## config.mk

```make
export PLATFORM = sky130hd
export DESIGN_NAME = eqc_top
export DESIGN_NICKNAME = d
export VERILOG_FILES = /design/src/verilog/eqc_sync.v /design/src/verilog/eqc_top.v
export VERILOG_INCLUDE_DIRS = /design/src /design/src/verilog
export SDC_FILE = /design/constraint.sdc
export NUM_CORES = 1
export LEC_CHECK = 0
export ABC_AREA = 0
export BUFFER_PORTS_ARGS = -buffer_cell sky130_fd_sc_hd__buf_2
export CORE_ASPECT_RATIO = 0.9
export CORE_MARGIN = 2
export CORE_UTILIZATION = 30
export DETAILED_ROUTE_END_ITERATION = 8
export RECOVER_POWER = 50
export SLEW_MARGIN = 25
export SYNTH_ARGS = -nofsm -noshare
export SYNTH_HDL_FRONTEND = slang
export SYNTH_SLANG_ARGS = --single-unit
```

## constraint.sdc

```tcl
create_clock -name pclk -period 3.3 [get_ports pclk]
set_clock_uncertainty 0.05 [all_clocks]
set_input_delay 0.66 -clock pclk [delete_from_list [all_inputs] [get_ports pclk]]
set_output_delay 0.66 -clock pclk [all_outputs]
set_load 0.03 [all_outputs]
```

## src/verilog/eqc_consts.vh

```
// eqc_consts.vh: offsets, fields, reset values and timing counts of the equalizer control block
//
// Summary of operation
// - four channels, eight boost levels each
// - pin code drives all four channels alike
// - open boost pins read as 3'b100
// - source select high: pins; low: registers
// - open source select reads high
// - per-channel enable; low puts that channel standby
// - open channel enables read high
// - per-channel signal detect output, high when present
// - management-bus register access only while access select high
// - data line two-way, clock input, both pulled high
// - detect hysteresis: on at 70, off at 40 mV
// - bus clock low 25-35 ms aborts transaction
`ifndef EQC_CONSTS_VH
`define EQC_CONSTS_VH

// apb byte offsets
`define EQC_REG_STATUS 8'h00
`define EQC_REG_BOOST 8'h04
`define EQC_REG_THRESH 8'h08
`define EQC_REG_INT_STAT 8'h0C
`define EQC_REG_INT_MASK 8'h10

// boost register: 3-bit field per channel, stride 4 bits
`define EQC_BOOST_W 3
`define EQC_BOOST_STRIDE 4
`define EQC_BOOST_RST 16'h0000

// status register fields
`define EQC_ST_PIN_CODE_LSB 0
`define EQC_ST_SRC_SEL 3
`define EQC_ST_EN_LSB 4
`define EQC_ST_SD_LSB 8
`define EQC_ST_ACC_SEL 12

// threshold register fields and defaults (mV peak-to-peak)
`define EQC_TH_ON_LSB 0
`define EQC_TH_OFF_LSB 8
`define EQC_SD_ON_MV 8'h46
`define EQC_SD_OFF_MV 8'h28

// interrupt bits: [3:0] detect rise, [7:4] detect fall, [8] bus timeout
`define EQC_INT_W 9
`define EQC_INT_RISE_LSB 0
`define EQC_INT_FALL_LSB 4
`define EQC_INT_TMO 8
`define EQC_INT_MASK_RST 9'h000

// pad pull levels, used as synchroniser reset values
`define EQC_BOOST_PIN_RST 3'h4
`define EQC_SRC_SEL_RST 1'h1
`define EQC_EN_RST 4'hF
`define EQC_ACC_SEL_RST 1'h0
`define EQC_SMB_LINE_RST 2'h3

// timing
`define EQC_CLK_KHZ 200000
`define EQC_TMO_MIN_MS 25
`define EQC_TMO_MAX_MS 35
`define EQC_TMO_CYC (`EQC_TMO_MIN_MS * `EQC_CLK_KHZ)

// management bus slave address, value arbitrary
`define EQC_SMB_ADDR 7'h2C

`endif

```

## src/verilog/eqc_sync.v

```verilog
// eqc_sync.v: two-flop synchroniser for pad inputs
`timescale 1ns/1ps
module eqc_sync #(
  parameter WIDTH = 1,
  parameter [WIDTH-1:0] RST_VAL = {WIDTH{1'b0}}
) (
  input wire clk,
  input wire rst_n,
  input wire [WIDTH-1:0] d,
  output reg [WIDTH-1:0] q
);

  reg [WIDTH-1:0] meta_r;

  // reset value is the pad pull level, so an open pin reads its default at once
  always @(posedge clk or negedge rst_n) begin
    if (!rst_n) begin
      meta_r <= RST_VAL;
      q <= RST_VAL;
    end else begin
      meta_r <= d;
      q <= meta_r;
    end
  end

endmodule

```

## src/verilog/eqc_top.v

```verilog
// eqc_top.v: control plane of the four-channel equalizer
`timescale 1ns/1ps
`include "eqc_consts.vh"
module eqc_top #(
  parameter [31:0] TMO_CYCLES = `EQC_TMO_CYC,
  parameter [6:0] SMB_ADDR = `EQC_SMB_ADDR
) (
  input wire pclk,
  input wire presetn,
  input wire psel,
  input wire penable,
  input wire pwrite,
  input wire [7:0] paddr,
  input wire [31:0] pwdata,
  output reg [31:0] prdata,
  output wire pready,
  output reg pslverr,
  input wire boost_sel_msb,
  input wire boost_sel_mid,
  input wire boost_sel_lsb,
  input wire boost_source_select,
  input wire chan0_enable,
  input wire chan1_enable,
  input wire chan2_enable,
  input wire chan3_enable,
  input wire reg_access_select,
  input wire mgmt_bus_clock_pin,
  input wire mgmt_bus_data_in,
  output reg mgmt_bus_data_out,
  output reg mgmt_bus_data_oe_n,
  input wire [7:0] chan0_amp_mv,
  input wire [7:0] chan1_amp_mv,
  input wire [7:0] chan2_amp_mv,
  input wire [7:0] chan3_amp_mv,
  output reg [2:0] chan0_eq_level,
  output reg [2:0] chan1_eq_level,
  output reg [2:0] chan2_eq_level,
  output reg [2:0] chan3_eq_level,
  output reg chan0_standby,
  output reg chan1_standby,
  output reg chan2_standby,
  output reg chan3_standby,
  output wire chan0_sig_detect,
  output wire chan1_sig_detect,
  output wire chan2_sig_detect,
  output wire chan3_sig_detect,
  output reg irq
);

  ////////////////////////////////////////////////////////////////////////////
  // pad synchronisers

  localparam [10:0] PIN_RST = {`EQC_BOOST_PIN_RST, `EQC_SRC_SEL_RST, `EQC_EN_RST,
                               `EQC_ACC_SEL_RST, `EQC_SMB_LINE_RST};

  wire [10:0] pin_q;
  wire [2:0] pin_code;
  wire src_sel_pins;
  wire [3:0] chan_en;
  wire acc_sel;
  wire scl_s;
  wire sda_s;

  // open pads resolve to their pull levels at reset
  eqc_sync #(
    .WIDTH(11),
    .RST_VAL(PIN_RST)
  ) u_sync (
    .clk(pclk),
    .rst_n(presetn),
    .d({boost_sel_msb, boost_sel_mid, boost_sel_lsb, boost_source_select,
        chan3_enable, chan2_enable, chan1_enable, chan0_enable,
        reg_access_select, mgmt_bus_clock_pin, mgmt_bus_data_in}),
    .q(pin_q)
  );

  assign pin_code = pin_q[10:8];
  assign src_sel_pins = pin_q[7];
  assign chan_en = pin_q[6:3];
  assign acc_sel = pin_q[2];
  assign scl_s = pin_q[1];
  assign sda_s = pin_q[0];

  ////////////////////////////////////////////////////////////////////////////
  // register state

  reg [15:0] boost_r;
  reg [15:0] boost_nxt;
  reg [7:0] th_on_r;
  reg [7:0] th_off_r;
  reg [`EQC_INT_W-1:0] int_stat_r;
  reg [`EQC_INT_W-1:0] int_stat_nxt;
  reg [`EQC_INT_W-1:0] int_mask_r;
  reg [3:0] sd_r;
  reg [3:0] sd_nxt;
  reg tmo_evt;
  reg smb_wr;
  reg [1:0] smb_wr_chan;
  reg [2:0] smb_wr_val;

  wire apb_wr = psel & penable & pwrite;
  wire apb_setup = psel & ~penable;

  assign pready = 1'b1;

  ////////////////////////////////////////////////////////////////////////////
  // apb read path: data and error registered in the setup cycle

  reg [31:0] rd_nxt;
  reg err_nxt;

  always @* begin
    rd_nxt = 32'h00000000;
    err_nxt = 1'b0;
    case (paddr)
      `EQC_REG_STATUS: begin
        rd_nxt[`EQC_ST_PIN_CODE_LSB +: 3] = pin_code;
        rd_nxt[`EQC_ST_SRC_SEL] = src_sel_pins;
        rd_nxt[`EQC_ST_EN_LSB +: 4] = chan_en;
        rd_nxt[`EQC_ST_SD_LSB +: 4] = sd_r;
        rd_nxt[`EQC_ST_ACC_SEL] = acc_sel;
      end
      `EQC_REG_BOOST: rd_nxt[15:0] = boost_r;
      `EQC_REG_THRESH: begin
        rd_nxt[`EQC_TH_ON_LSB +: 8] = th_on_r;
        rd_nxt[`EQC_TH_OFF_LSB +: 8] = th_off_r;
      end
      `EQC_REG_INT_STAT: rd_nxt[`EQC_INT_W-1:0] = int_stat_r;
      `EQC_REG_INT_MASK: rd_nxt[`EQC_INT_W-1:0] = int_mask_r;
      default: err_nxt = 1'b1;
    endcase
  end

  always @(posedge pclk or negedge presetn) begin
    if (!presetn) begin
      prdata <= 32'h00000000;
      pslverr <= 1'b0;
    end else if (apb_setup) begin
      prdata <= pwrite ? 32'h00000000 : rd_nxt;
      pslverr <= err_nxt;
    end
  end

  ////////////////////////////////////////////////////////////////////////////
  // per-channel register boost; apb wins over the serial port in a tie

  integer i;
  integer j;

  always @* begin
    boost_nxt = boost_r;
    if (smb_wr) begin
      boost_nxt[smb_wr_chan * `EQC_BOOST_STRIDE +: `EQC_BOOST_W] = smb_wr_val;
    end
    if (apb_wr && paddr == `EQC_REG_BOOST) begin
      for (i = 0; i < 4; i = i + 1) begin
        boost_nxt[i * `EQC_BOOST_STRIDE +: `EQC_BOOST_W] =
          pwdata[i * `EQC_BOOST_STRIDE +: `EQC_BOOST_W];
      end
    end
  end

  // hardware-set events win over a same-cycle write-one-to-clear
  always @* begin
    int_stat_nxt = int_stat_r;
    if (apb_wr && paddr == `EQC_REG_INT_STAT) begin
      int_stat_nxt = int_stat_r & ~pwdata[`EQC_INT_W-1:0];
    end
    int_stat_nxt[`EQC_INT_RISE_LSB +: 4] = int_stat_nxt[`EQC_INT_RISE_LSB +: 4] | (sd_nxt & ~sd_r);
    int_stat_nxt[`EQC_INT_FALL_LSB +: 4] = int_stat_nxt[`EQC_INT_FALL_LSB +: 4] | (sd_r & ~sd_nxt);
    int_stat_nxt[`EQC_INT_TMO] = int_stat_nxt[`EQC_INT_TMO] | tmo_evt;
  end

  always @(posedge pclk or negedge presetn) begin
    if (!presetn) begin
      boost_r <= `EQC_BOOST_RST;
      th_on_r <= `EQC_SD_ON_MV;
      th_off_r <= `EQC_SD_OFF_MV;
      int_stat_r <= {`EQC_INT_W{1'b0}};
      int_mask_r <= `EQC_INT_MASK_RST;
      irq <= 1'b0;
    end else begin
      boost_r <= boost_nxt;
      int_stat_r <= int_stat_nxt;
      irq <= |(int_stat_nxt & int_mask_r);
      if (apb_wr && paddr == `EQC_REG_THRESH) begin
        th_on_r <= pwdata[`EQC_TH_ON_LSB +: 8];
        th_off_r <= pwdata[`EQC_TH_OFF_LSB +: 8];
      end
      if (apb_wr && paddr == `EQC_REG_INT_MASK) begin
        int_mask_r <= pwdata[`EQC_INT_W-1:0];
      end
    end
  end

  ////////////////////////////////////////////////////////////////////////////
  // boost selection, standby and signal detect

  wire [31:0] amp_all = {chan3_amp_mv, chan2_amp_mv, chan1_amp_mv, chan0_amp_mv};

  // hysteresis: set at or above the on level, clear at or below the off level
  always @* begin
    for (j = 0; j < 4; j = j + 1) begin
      if (!chan_en[j]) begin
        sd_nxt[j] = 1'b0;
      end else if (amp_all[j * 8 +: 8] >= th_on_r) begin
        sd_nxt[j] = 1'b1;
      end else if (amp_all[j * 8 +: 8] <= th_off_r) begin
        sd_nxt[j] = 1'b0;
      end else begin
        sd_nxt[j] = sd_r[j];
      end
    end
  end

  always @(posedge pclk or negedge presetn) begin
    if (!presetn) begin
      sd_r <= 4'h0;
      chan0_eq_level <= `EQC_BOOST_PIN_RST;
      chan1_eq_level <= `EQC_BOOST_PIN_RST;
      chan2_eq_level <= `EQC_BOOST_PIN_RST;
      chan3_eq_level <= `EQC_BOOST_PIN_RST;
      chan0_standby <= 1'b0;
      chan1_standby <= 1'b0;
      chan2_standby <= 1'b0;
      chan3_standby <= 1'b0;
    end else begin
      sd_r <= sd_nxt;
      if (src_sel_pins) begin
        chan0_eq_level <= pin_code;
        chan1_eq_level <= pin_code;
        chan2_eq_level <= pin_code;
        chan3_eq_level <= pin_code;
      end else begin
        chan0_eq_level <= boost_r[0 * `EQC_BOOST_STRIDE +: `EQC_BOOST_W];
        chan1_eq_level <= boost_r[1 * `EQC_BOOST_STRIDE +: `EQC_BOOST_W];
        chan2_eq_level <= boost_r[2 * `EQC_BOOST_STRIDE +: `EQC_BOOST_W];
        chan3_eq_level <= boost_r[3 * `EQC_BOOST_STRIDE +: `EQC_BOOST_W];
      end
      chan0_standby <= ~chan_en[0];
      chan1_standby <= ~chan_en[1];
      chan2_standby <= ~chan_en[2];
      chan3_standby <= ~chan_en[3];
    end
  end

  assign chan0_sig_detect = sd_r[0];
  assign chan1_sig_detect = sd_r[1];
  assign chan2_sig_detect = sd_r[2];
  assign chan3_sig_detect = sd_r[3];

  ////////////////////////////////////////////////////////////////////////////
  // management-bus write slave: address, pointer (channel), then data bytes

  localparam [2:0] SM_IDLE = 3'h0;
  localparam [2:0] SM_ADDR = 3'h1;
  localparam [2:0] SM_PTR = 3'h2;
  localparam [2:0] SM_DATA = 3'h3;
  localparam [2:0] SM_SKIP = 3'h4;

  reg [2:0] sm_r;
  reg [3:0] bit_cnt_r;
  reg [7:0] shift_r;
  reg [1:0] ptr_r;
  reg scl_d_r;
  reg sda_d_r;
  reg [31:0] low_cnt_r;

  wire scl_rise = scl_s & ~scl_d_r;
  wire scl_fall = ~scl_s & scl_d_r;
  wire bus_start = scl_s & scl_d_r & sda_d_r & ~sda_s;
  wire bus_stop = scl_s & scl_d_r & ~sda_d_r & sda_s;
  wire tmo_hit = (low_cnt_r == TMO_CYCLES - 32'h00000001) & ~scl_s;

  always @(posedge pclk or negedge presetn) begin
    if (!presetn) begin
      scl_d_r <= 1'b1;
      sda_d_r <= 1'b1;
      low_cnt_r <= 32'h00000000;
      tmo_evt <= 1'b0;
    end else begin
      scl_d_r <= scl_s;
      sda_d_r <= sda_s;
      tmo_evt <= tmo_hit;
      // counter parks one past the limit so the timeout fires once per low spell
      if (scl_s) begin
        low_cnt_r <= 32'h00000000;
      end else if (low_cnt_r != TMO_CYCLES) begin
        low_cnt_r <= low_cnt_r + 32'h00000001;
      end
    end
  end

  always @(posedge pclk or negedge presetn) begin
    if (!presetn) begin
      sm_r <= SM_IDLE;
      bit_cnt_r <= 4'h0;
      shift_r <= 8'h00;
      ptr_r <= 2'h0;
      mgmt_bus_data_out <= 1'b0;
      mgmt_bus_data_oe_n <= 1'b1;
      smb_wr <= 1'b0;
      smb_wr_chan <= 2'h0;
      smb_wr_val <= 3'h0;
    end else begin
      smb_wr <= 1'b0;
      mgmt_bus_data_out <= 1'b0;
      if (tmo_hit || !acc_sel) begin
        // abandon: release the data line and wait for a fresh start
        sm_r <= SM_IDLE;
        bit_cnt_r <= 4'h0;
        mgmt_bus_data_oe_n <= 1'b1;
      end else if (bus_stop) begin
        sm_r <= SM_IDLE;
        bit_cnt_r <= 4'h0;
        mgmt_bus_data_oe_n <= 1'b1;
      end else if (bus_start) begin
        sm_r <= SM_ADDR;
        bit_cnt_r <= 4'h0;
        mgmt_bus_data_oe_n <= 1'b1;
      end else if (scl_rise && bit_cnt_r < 4'h8 && sm_r != SM_IDLE) begin
        shift_r <= {shift_r[6:0], sda_s};
        bit_cnt_r <= bit_cnt_r + 4'h1;
      end else if (scl_fall && bit_cnt_r == 4'h8) begin
        bit_cnt_r <= 4'h9;
        case (sm_r)
          SM_ADDR: begin
            // only write transfers to our address are acknowledged
            if (shift_r[7:1] == SMB_ADDR && !shift_r[0]) begin
              sm_r <= SM_PTR;
              mgmt_bus_data_oe_n <= 1'b0;
            end else begin
              sm_r <= SM_SKIP;
            end
          end
          SM_PTR: begin
            ptr_r <= shift_r[1:0];
            sm_r <= SM_DATA;
            mgmt_bus_data_oe_n <= 1'b0;
          end
          SM_DATA: begin
            smb_wr <= 1'b1;
            smb_wr_chan <= ptr_r;
            smb_wr_val <= shift_r[2:0];
            ptr_r <= ptr_r + 2'h1;
            mgmt_bus_data_oe_n <= 1'b0;
          end
          default: sm_r <= SM_SKIP;
        endcase
      end else if (scl_fall && bit_cnt_r == 4'h9) begin
        bit_cnt_r <= 4'h0;
        mgmt_bus_data_oe_n <= 1'b1;
      end
    end
  end

endmodule

```

==> metrics.md, run 1 <==
| Metric | Value |
|---|---|
| Status | `complete, no violations` |
| Post-synthesis average cell area | `10.6 sq um` |
| Number of nets with antenna violations after detailed routing | `0` |
| Count of hold-fix buffers inserted at cts | `0` |
| Total of flip-flops plus latches after synthesis | `165` |
| Clock transition at the registers of the reported paths | `0.07 ns` |
| Half-perimeter wire length of the detailed placement result | `between 15000 and 20000 microns` |
| Post CTS Setup Buffer Count | `0` |
| Clock latency on the worst-skew pair | `0.43 ns` |
| Clock sink count | `165` |
| Clk buf depth | `2` |
| Area of the core region | `between 20000 and 30000 sq um` |
| Worst Path Arrival | `3.11 ns` |
| Reg-to-reg critical path endpoint | `irq` |
| Total I/O pin count | `145` |
| Areal power density over the cells | `433 nW/um^2` |
| Longest individual stage delay on the worst path | `0.61 ns` |
| Std-Cell Rows | `59` |
| Worst hold-check path type | `input port to flip-flop` |
| Max Fclk | `about 0.36 GHz` |
| Initial cell density of the core | `30.4%` |
| Kind of start point of the critical path | `flip-flop` |
| Clock Root Buffer | `clkbuf_16` |
| Rel. slew slack | `5.03%` |
| Crit path max fanout | `6` |
| Area fraction of the dominant cell type after synthesis | `around two fifths` |
| Fin crit period | `2.80 ns` |
| Final Hold Viols | `0` |
| Data required time at the worst endpoint | `between 3 and 4 ns` |
| Share of cells above drive strength 1 | `22.8%` |
| PostCTS Resize Cnt | `0` |
| Dominant cell type by area after synthesis | `dfrtp_1` |
| Slew at the pin with the worst max-slew slack | `around 1.4 ns` |
| Die Footprint | `~31000 sq um` |
| Synth Instances | `roughly 830` |
| # H-tree levels | `4` |
| TritonCTS clock tree | `yes` |
| Number of remaining DRC errors | `0` |
| CP Class | `flip-flop to flip-flop` |
| Initial antenna violation count | `1` |
| Routed vias/inst | `4.88` |
| Register area share after synthesis | `47.5%` |
| Post-Place Worst Slack | `approximately 0.27 ns` |
| Gp weighted congestion | `0.842` |
| Static leakage power | `about 4.7 nW` |
| Number of input and output port buffers inserted | `110` |
| Worst-case register-to-register setup slack | `0.50 ns` |
| Fill cell instance count of the final layout | `2943` |
| Number of setup violations in the final report | `0` |
| CTS buffer count | `17` |
| Via count | `6626` |
| Fraction of the cycle the final worst path needs | `84.8%` |
| Global-route wire length before repair | `35600 microns` |
| Number of synthesized flops with an enable pin | `0` |
| Maximum number of pins on one net before global-route repair | `66` |
| Final slew viol count | `0` |
| Cells on worst reg2reg path | `8` |
| Leading post-synthesis cells by cell area | `dfrtp_1 (39%), ha_1 (10%), dfstp_2 (8.4%)` |
| Peak supply drop | `0.000362 V` |
| CP delay by family, top | `compound AO/OA/AOI/OAI gates` |
| Setup repair after global routing missed its margin | `false` |
| Worst-case setup margin in the final layout | `0.502 ns` |
| Synth warnings | `0` |
| Final sum of negative setup slack | `0 ns` |
| Pre-antenna DRT Iters | `5` |
| Die span in y | `166 microns` |
| Worst flop-to-flop path startpoint | `th_on_r[0]` |
| Initial DRC Count | `434` |
| Horiz. Die Dim | `around 180 microns` |
| Max_cap viols | `0` |
| Detailed-route wire length | `roughly 22000 microns` |
| Cells traversed along the worst timing path | `ha_1 > nand2b_1 > a2111oi_0 > o31ai_1 > nor3b_1 > a221o_1 > a221oi_1 > nand4_1` |
| Worst Path Buf+Inv | `0` |
| Crit path max-delay cell type | `a2111oi_0` |
| Unique masters post-synth | `63` |
| Vias in the first global route | `6480` |
| Final Net Count | `1108` |
| Average routed wire per standard cell | `16.5 microns` |
| Total routing usage reported by global routing | `15.0%` |
| Hold wc startpoint | `mgmt_bus_clock_pin` |
| Signed area change from the synthesized netlist to the final layout | `17.8%` |
| Worst hold endpoint | `u_sync.meta_r[1]` |
| Global route overflow | `0` |
| Critical Path Sink Type | `flip-flop` |
| Fraction of registers with async set or reset after synthesis | `100%` |
| Instance count along the most critical hold path | `1` |
| Most frequently used flop master after synthesis | `dfrtp_1` |
| Mapped cell area | `around 8800 sq um` |
==> where the power goes <==
| group | internal (mW) | total [mW] | leakage, nW | switching, mW |
|---|---|---|---|---|
| Sequential | 2.08 | 2.13 | 2.10 | 0.0483 |
| Clock | 1.07 | 1.93 | 0.263 | 0.860 |
| Combinational | 0.148 | 0.415 | 2.30 | 0.268 |
==> routing by layer <==
metal,part of all wire [%],wire length (microns),GRT usage [%],up-vias
met5,0,0,0,-
met4,1.6,367,4.21,0
met3,4.6,1040,2.81,27
met2,46,10400,23.5,174
met1,47,10600,21.1,3215
li1,-,-,-,3210
==> worst max path at each step <==
stage | startpoint | endpoint | slack, ns | depth (start not counted)
floorplan | paddr[7] | int_mask_r[0] | 0.65 | 7
CTS | th_on_r[0] | irq | 0.48 | 8
detailed placement | chan0_amp_mv[0] | irq | 0.27 | 10
finish | th_on_r[0] | irq | 0.50 | 8
global placement | chan0_amp_mv[0] | irq | 0.33 | 10
global route | th_on_r[0] | irq | 0.36 | 8
==> synth_stat cells (all sizes together) (9+ instances only) <==
| library cell | n |
|---|---|
| or3 | 11 |
| xor2 | 19 |
| inv | 53 |
| a221o | 11 |
| nand2 | 65 |
| mux2 | 36 |
| and3 | 19 |
| nand4 | 22 |
| o21ai | 50 |
| clkbuf | 14 |
| ha | 73 |
| dfstp | 28 |
| nor2 | 58 |
| nand3 | 26 |
| nor3 | 13 |
| a22oi | 13 |
| buf | 24 |
| mux2i | 9 |
| a21oi | 34 |
| dfrtp | 137 |
==> state kept, by name, indices dropped and copies added, names as in the netlist, 2 cells and up <==
name,count
chan2_eq_level,3
bit_cnt_r,4
smb_wr_chan,2
prdata,16
boost_r,12
u_sync.meta_r,11
u_sync.q,11
ptr_r,2
low_cnt_r,32
chan3_eq_level,3
shift_r,8
th_off_r,8
int_mask_r,9
sd_r,4
chan1_eq_level,3
sm_r,3
int_stat_r,9
chan0_eq_level,3
smb_wr_val,3
th_on_r,8
==> cell type report <==
cell class	count	area (sq um)	share of cell area, %
Multi-Input combinational cell	588	4250	41.2
Sequential cell	165	4160	40.3
Timing Repair Buffer	122	647	6.26
Tap cell	396	495	4.80
Clock buffer	20	447	4.32
Inverter	53	199	1.93
Clock inverter	12	121	1.17
Antenna cell	1	2.50	0.0242
==> through the flow <==
step	power, mW	std cells	area (sq um)	hold slack (ns)	util [%]
after floorplan	2.40	844	8830	0.281	-
after global placement	2.58	1324	9770	0.286	33.9
after detailed placement	2.59	1324	9770	0.287	33.9
after CTS	4.53	1356	10300	0.152	35.8
after global routing	4.67	1356	10300	0.255	35.8
final	4.48	1357	10300	0.274	35.8
==> cells by family after synthesis <==
family                     count (synthesis)  share of synthesized area, %
and+or+nand+nor                          258                          14.9
AOI/OAI and AO/OA                        164                          12.6
other                                      2                        0.0856
adders and majority gates                 73                          10.4
DFF                                      165                          47.5
xor gates and xnor gates                  23                          2.30
buffers and inverters                     91                          4.71
muxes                                     52                          7.45
==> cells in the final DEF (no fill, tap or decap), types with 8 or more instances in the layout <==
cell type / instances
dfstp_2: 20
and3_1: 19
a21oi_1: 34
a22oi_1: 13
a221o_1: 11
mux2i_1: 9
nor3_1: 11
nor2_1: 58
buf_2: 109
nand3_1: 26
nand4_1: 22
conb_1: 18
dfstp_1: 8
ha_1: 73
inv_1: 53
nand2_1: 65
or3_1: 11
buf_4: 9
o21ai_0: 50
xor2_1: 19
dfrtp_1: 137
mux2_2: 32
clkbuf_16: 17
(Power assumes the default switching activity.)
==> run 2: changes to the inputs <==
==> constraint.sdc (replaced) <==
create_clock -name pclk -period 2.6 [get_ports pclk]
set_clock_uncertainty 0.05 [all_clocks]
set_input_delay 0.52 -clock pclk [delete_from_list [all_inputs] [get_ports pclk]]
set_output_delay 0.52 -clock pclk [all_outputs]
set_load 0.03 [all_outputs]
==> metrics.md, run 2 (synthesized netlist as in run 1, its figures left out) <==
| Metric | Value |
|---|---|
| Met3 Wirelength | `966 microns (-7.0%)` |
| Fill cell instance count of the final layout | `2892 (-1.7%)` |
| Total I/O pin count | `145 (unchanged)` |
| Clock transition at the registers of the reported paths | `0.07 ns (about the same)` |
| Area post-placement | `10200 sq um (+4.4%)` |
| Combined area of the multi-input logic cells | `4310 sq um (+1.2%)` |
| Hold slack | `0.121 ns (-0.153 ns)` |
| CTS buffer count | `17 (unchanged)` |
| Clock share of power | `43.1% (about the same)` |
| Violated checks | `max-capacitance violations, max-slew violations` |
| Power share of the combinational group | `10.0% (+0.7 points)` |
| Half-perimeter wire length of the detailed placement result | `18100 microns (+6.1%)` |
| Rel. slew slack | `-2.13% (-7.2 points)` |
| Switching power | `1.61 mW (+37%)` |
| Peak supply drop | `0.000431 V (+19%)` |
| Vias in the first global route | `6844 (+5.6%)` |
| Area of the core region | `28900 sq um (unchanged)` |
| Share of cells above drive strength 1 | `28.0% (+5.2 points)` |
| Status | `complete, but fails checks` |
| Number of nets with antenna violations after detailed routing | `0 (unchanged)` |
| Routed vias/inst | `4.87 (-0.31%)` |
| Post-route cell area | `10800 sq um (+5.0%)` |
| Most common cell after layout, fill and taps aside | `dfrtp_1` |
| Number of inserted diodes | `0 (-1)` |
| Critical Path Sink Type | `flip-flop` |
| Detailed-route wire length | `23200 microns (+3.9%)` |
| Number of setup violations in the final report | `0 (unchanged)` |
| Initial DRC Count | `501 (+15%)` |
| Crit path max fanout | `3 (-3)` |
| CP Class | `flip-flop to flip-flop` |
| Static leakage power | `4.98 nW (+6.7%)` |
| Clk buf depth | `2 (unchanged)` |
| # H-tree levels | `4 (unchanged)` |
| Met1 WL | `11200 microns (+5.3%)` |
| Total routing usage reported by global routing | `15.6% (+0.66 points)` |
| Internal power | `4.14 mW (+26%)` |
| Gp weighted congestion | `0.842 (about the same)` |
| Final Net Count | `1165 (+5.1%)` |
| Share of total power in sequential cells | `46.8% (-0.7 points)` |
| Largest reg by FF count | `low_cnt_r` |
| Final design utilization | `37.6% (+1.8 points)` |
| Worst hold-check path type | `input port to flip-flop` |
| Die span in y | `166 microns (unchanged)` |
| TritonCTS clock tree | `yes` |
| Slew at the pin with the worst max-slew slack | `1.53 ns (+0.107 ns)` |
| Initial cell density of the core | `30.4% (unchanged)` |
| Average routed wire per standard cell | `16.5 microns (-0.23%)` |
| Fraction of the cycle the final worst path needs | `95.5% (+11 points)` |
| Via count | `6878 (+3.8%)` |
| Data required time at the worst endpoint | `2.86 ns (-0.75 ns)` |
| Die Footprint | `30600 sq um (unchanged)` |
| Number of remaining DRC errors | `0 (unchanged)` |
| Clock sink count | `165 (unchanged)` |
| Final Hold Viols | `0 (unchanged)` |
| Top library cells by usage in the layout, fill and taps aside | `dfrtp_1 (137), buf_2 (109), ha_1 (73), nand2_1 (65), buf_4 (61)` |
| Initial antenna violation count | `0 (-1)` |
| Number of input and output port buffers inserted | `110 (unchanged)` |
| Max Fclk | `0.403 GHz (+13%)` |
| Std-Cell Rows | `59 (unchanged)` |
| Kind of start point of the critical path | `flip-flop` |
| Fin crit period | `2.48 ns (-0.314 ns)` |
| Biggest regs | `low_cnt_r: 32 flops, prdata: 16 flops, boost_r: 12 flops` |
| Pre-antenna DRT Iters | `5 (unchanged)` |
| Met2 routed wirelength | `10700 microns (+3.1%)` |
| Areal power density over the cells | `531 nW/um^2 (+23%)` |
| Maximum number of pins on one net before global-route repair | `52 (-21%)` |
| Signed area change from the synthesized netlist to the final layout | `23.6%` |
| Clock Root Buffer | `clkbuf_16` |
| Final slew viol count | `35 (+35)` |
| Register Area | `4160 sq um (unchanged)` |
| Horiz. Die Dim | `184 microns (unchanged)` |
| Clock latency on the worst-skew pair | `0.44 ns (about the same)` |
| Net switching share of the total power | `28.0% (+1.8 points)` |
| Worst Path Arrival | `2.75 ns (-0.36 ns)` |
| Uppermost layer routed | `met4` |
| Number of flip-flops in the largest register | `32 (unchanged)` |
| Global-route wire length before repair | `37400 microns (+5.0%)` |
| Max_cap viols | `1 (+1)` |
| Global route overflow | `0 (unchanged)` |
| Power after layout | `5.76 mW (+29%)` |
-- run 2: worst max-delay path, cell delays in order, from the launching register on --
cell and delay [ns]:
dfstp_2 0.56, inv_1 0.09, ha_1 0.33, a2111oi_4 0.32, o311ai_2 0.19, and4_1 0.24
a311oi_1 0.25, o2111a_1 0.24, nand4_1 0.10
-- run 2: timing repair --
action                                  4_1_cts  5_1_grt
setup buffers                                 0        2
resized for setup                             3       12
hold buffers                                  1        0
endpoints found under the setup margin        1        2
endpoints found under the hold margin        26        0
pin swaps                                     1        6
-- run 2: through the flow --
stage	std cells	setup WS, ns	setup TNS (ns)
final	1413	0.116	0
after global placement	1378	-0.135	-0.135
after global routing	1413	-0.0118	-0.0118
after floorplan	844	0.0856	0
after detailed placement	1378	-0.176	-0.186
after CTS	1411	0.0137	0
-- run 2: power groups by stage --
stage | combinational (mW) | clock [mW] | sequential, mW
after CTS | 0.575 | 2.55 | 2.70
after detailed placement | 0.569 | 0 | 2.74
after global placement | 0.556 | 0 | 2.74
final | 0.578 | 2.48 | 2.70
after floorplan | 0.287 | 0 | 2.76
after global routing | 0.647 | 2.66 | 2.70
-- run 2: area by class of cell --
| cell class | instances | area share, % |
|---|---|---|
| timing repair buffer | 179 | 10.1 |
| inverter | 53 | 1.83 |
| multi-input combinational | 588 | 39.7 |
| clock buffer | 17 | 3.92 |
| clock inverter | 15 | 1.44 |
| tap | 396 | 4.57 |
| sequential | 165 | 38.4 |
-- run 2: worst paths after layout --
kind,startpoint,to,slack [ns],cells past startpoint
setup / recovery,th_on_r[1],irq,0.12,8
hold / removal,boost_sel_msb,u_sync.meta_r[10],0.12,1
setup reg to reg,th_on_r[1],irq,0.12,8
hold reg to reg,u_sync.meta_r[9],u_sync.q[9],0.30,0
max in group asynchronous,presetn,low_cnt_r[8],0.40,3
min in group asynchronous,presetn,bit_cnt_r[1],0.85,2
-- run 2: metal layers --
layer  GRT usage, %  vias to the layer above
met2           24.6                      154
met4           4.28                        0
met1           22.1                     3355
met5              0                        -
met3           2.85                       33
li1               -                     3336
==> run 3: changes to the inputs <==
--- a/config.mk
+++ b/config.mk
@@ -10,10 +10,9 @@
 export BUFFER_PORTS_ARGS = -buffer_cell sky130_fd_sc_hd__buf_2
 export CORE_ASPECT_RATIO = 0.9
 export CORE_MARGIN = 2
-export CORE_UTILIZATION = 30
+export CORE_UTILIZATION = 25
 export DETAILED_ROUTE_END_ITERATION = 8
 export RECOVER_POWER = 50
-export SLEW_MARGIN = 25
 export SYNTH_ARGS = -nofsm -noshare
 export SYNTH_HDL_FRONTEND = slang
 export SYNTH_SLANG_ARGS = --single-unit
==> metrics.md, run 3 (synthesized netlist as in run 1, its figures left out) <==
| Metric | Value |
|---|---|
| Largest reg by FF count | `low_cnt_r` |
| Total routing usage reported by global routing | `13.4% (-2.3 points)` |
| Crit path max fanout | `3 (unchanged)` |
| Status | `complete, but fails checks` |
| Critical Path Sink Type | `flip-flop` |
| # H-tree levels | `4 (unchanged)` |
| Pre-antenna DRT Iters | `4 (-1)` |
| Cells traversed along the worst timing path | `inv_1 > ha_1 > and3_1 > o21ai_0 > o311ai_1 > and4_1 > a311oi_1 > o2111a_1 > nand4_1` |
| Die span in y | `182 microns (+9.3%)` |
| Clock sink count | `165 (unchanged)` |
| Number of setup violations in the final report | `0 (unchanged)` |
| CP Class | `flip-flop to flip-flop` |
| Half-perimeter wire length of the detailed placement result | `18800 microns (+3.9%)` |
| Via count | `6871 (-0.10%)` |
| Violated checks | `max-capacitance violations, max-slew violations` |
| Peak supply drop | `0.000473 V (+9.7%)` |
| Global-route wire length before repair | `38200 microns (+2.1%)` |
| Final slew viol count | `62 (+77%)` |
| Area of the core region | `34800 sq um (+21%)` |
| Number of remaining DRC errors | `0 (unchanged)` |
| Share of cells above drive strength 1 | `28.6% (+0.53 points)` |
| Worst flop-to-flop path startpoint | `th_on_r[6]` |
| Signed area change from the synthesized netlist to the final layout | `24.5%` |
| Initial DRC Count | `306 (-39%)` |
| Post-Place Worst Slack | `-0.202 ns (-0.0260 ns)` |
| Worst Path Arrival | `2.78 ns (+0.03 ns)` |
| Initial cell density of the core | `25.2% (-5.2 points)` |
| CTS buffer count | `17 (unchanged)` |
| Data required time at the worst endpoint | `2.86 ns (about the same)` |
| Std-Cell Rows | `65 (+10%)` |
| Net switching share of the total power | `27.0% (-1.1 points)` |
| Switching power | `1.55 mW (-4.1%)` |
| Top library cells by usage in the layout, fill and taps aside | `dfrtp_1 (137), buf_2 (105), ha_1 (72), buf_4 (67), nand2_1 (64)` |
| Fin crit period | `2.52 ns (+0.0335 ns)` |
| Kind of start point of the critical path | `flip-flop` |
| Number of nets with antenna violations after detailed routing | `0 (unchanged)` |
| Horiz. Die Dim | `201 microns (+9.3%)` |
| Biggest regs | `low_cnt_r: 32 flops, prdata: 16 flops, boost_r: 12 flops` |
| Max Fclk | `0.397 GHz (-1.3%)` |
| Worst hold endpoint | `u_sync.meta_r[7]` |
| Share of total power in sequential cells | `47.1% (+0.3 points)` |
| Crit path max-delay cell type | `dfstp_2` |
| Routed vias/inst | `4.61 (-5.2%)` |
| Maximum number of pins on one net before global-route repair | `62 (+19%)` |
| Internal power | `4.19 mW (+1.2%)` |
| Reg-to-reg critical path endpoint | `irq` |
| Max_cap viols | `1 (unchanged)` |
| Vias in the first global route | `6859 (+0.22%)` |
| Clk buf depth | `2 (unchanged)` |
| Average routed wire per standard cell | `16.1 microns (-2.2%)` |
| Gp weighted congestion | `0.844 (+0.27%)` |
| Clock latency on the worst-skew pair | `0.44 ns (about the same)` |
| Die Footprint | `36600 sq um (+20%)` |
| TritonCTS clock tree | `yes` |
| Worst-case setup margin in the final layout | `0.0830 ns (-0.0335 ns)` |
| Instance count along the most critical hold path | `1 (unchanged)` |
| Rel. slew slack | `-1.10% (+1.0 points)` |
| Clock share of power | `43.1% (about the same)` |
| Initial antenna violation count | `0 (unchanged)` |
| Clock transition at the registers of the reported paths | `0.07 ns (about the same)` |
| Global route overflow | `0 (unchanged)` |
| Final Net Count | `1167 (+0.17%)` |
| Power share of the combinational group | `9.8% (-0.2 points)` |
| Hold wc startpoint | `boost_source_select` |
| Total I/O pin count | `145 (unchanged)` |
| Worst hold-check path type | `input port to flip-flop` |
| Final design utilization | `31.4% (-6.2 points)` |
| Number of flip-flops in the largest register | `32 (unchanged)` |
| Fraction of the cycle the final worst path needs | `96.8% (+1.3 points)` |
| Worst-case register-to-register setup slack | `0.08 ns (-0.03 ns)` |
| Cells on worst reg2reg path | `9 (+1)` |
| Static leakage power | `4.97 nW (-0.19%)` |
| Final Hold Viols | `0 (unchanged)` |
| Detailed-route wire length | `24000 microns (+3.0%)` |
| Areal power density over the cells | `526 nW/um^2 (-0.97%)` |
| Clock Root Buffer | `clkbuf_16` |
| Longest individual stage delay on the worst path | `0.55 ns (about the same)` |
| Setup repair after global routing missed its margin | `true` |
| Slew at the pin with the worst max-slew slack | `1.52 ns (-0.0155 ns)` |
| Number of input and output port buffers inserted | `110 (unchanged)` |
| Most common cell after layout, fill and taps aside | `dfrtp_1` |
-- run 3: changes by cell type in the layout (fill, tap and decap cells not counted), sizes merged --
cell	delta
clkbuf	+3
bufinv	+1
dlygate4sd3	-1
clkinv	+1
diode	+1
inv	-5
clkinvlp	+3
-- run 3: how the worst max path moves through the flow --
stage	start	end	slack, ns	cells after the start
4_1_cts	th_on_r[2]	irq	0.03	10
2_1_floorplan	paddr[7]	int_mask_r[0]	0.09	7
3_3_place_gp	chan1_amp_mv[0]	irq	-0.22	10
3_5_place_dp	chan1_amp_mv[0]	irq	-0.20	10
6_report	th_on_r[6]	irq	0.08	9
5_1_grt	low_cnt_r[0]	bit_cnt_r[2]	-0.04	10
-- run 3: stage by stage --
step	TNS, ns	std cells	hold slack (ns)	instance area (sq um)	power [mW]
6_report	0	1489	0.121	10900	5.74
3_3_place_gp	-0.232	1455	0.286	10300	3.31
3_5_place_dp	-0.247	1455	0.289	10300	3.32
2_1_floorplan	0	844	0.174	8830	3.05
5_1_grt	-0.0899	1488	0.106	10900	5.99
4_1_cts	0	1487	0.0321	10900	5.80
-- run 3: cell type report --
type                       instances  area [sq um]
clock inverter                    15           146
multi-input combinational        588          4310
tap                              469           587
clock buffer                      17           425
sequential                       165          4160
fill                            3612         23900
inverter                          53           199
timing repair buffer             181          1090
antenna                            1          2.50
-- run 3: per-layer routing --
metal / global-route usage [%] / part of all wire (%) / up-vias
met5: 0 / 0 / -
met3: 2.57 / 4.3 / 28
met2: 21.9 / 48 / 158
li1: - / - / 3322
met4: 3.74 / 1.8 / 0
met1: 18.0 / 46 / 3363
-- run 3: repair_timing --
| action | CTS | global route |
|---|---|---|
| buffers inserted | 0 | 1 |
| gates resized for setup | 3 | 15 |
| setup endpoints to repair | 1 | 5 |
| hold buffers | 0 | 0 |
| pin swaps | 0 | 3 |
-- run 3: worst max-delay path: cells and delay by family (launching register included) --
kind | cells | cell delay [ns]
AO/OA/AOI/OAI | 4 | 0.87
adder cells (fa/ha/maj) | 1 | 0.32
flip-flops | 1 | 0.55
buffers and inverters | 1 | 0.10
AND/OR/NAND/NOR | 3 | 0.52
-- run 3: power groups by stage --
stage          Combinational (mW)  Sequential [mW]  Clock (mW)
4_1_cts                     0.575             2.70        2.52
5_1_grt                     0.630             2.71        2.65
3_5_place_dp                0.571             2.75           0
6_report                    0.565             2.70        2.47
2_1_floorplan               0.287             2.76           0
3_3_place_gp                0.558             2.75           0
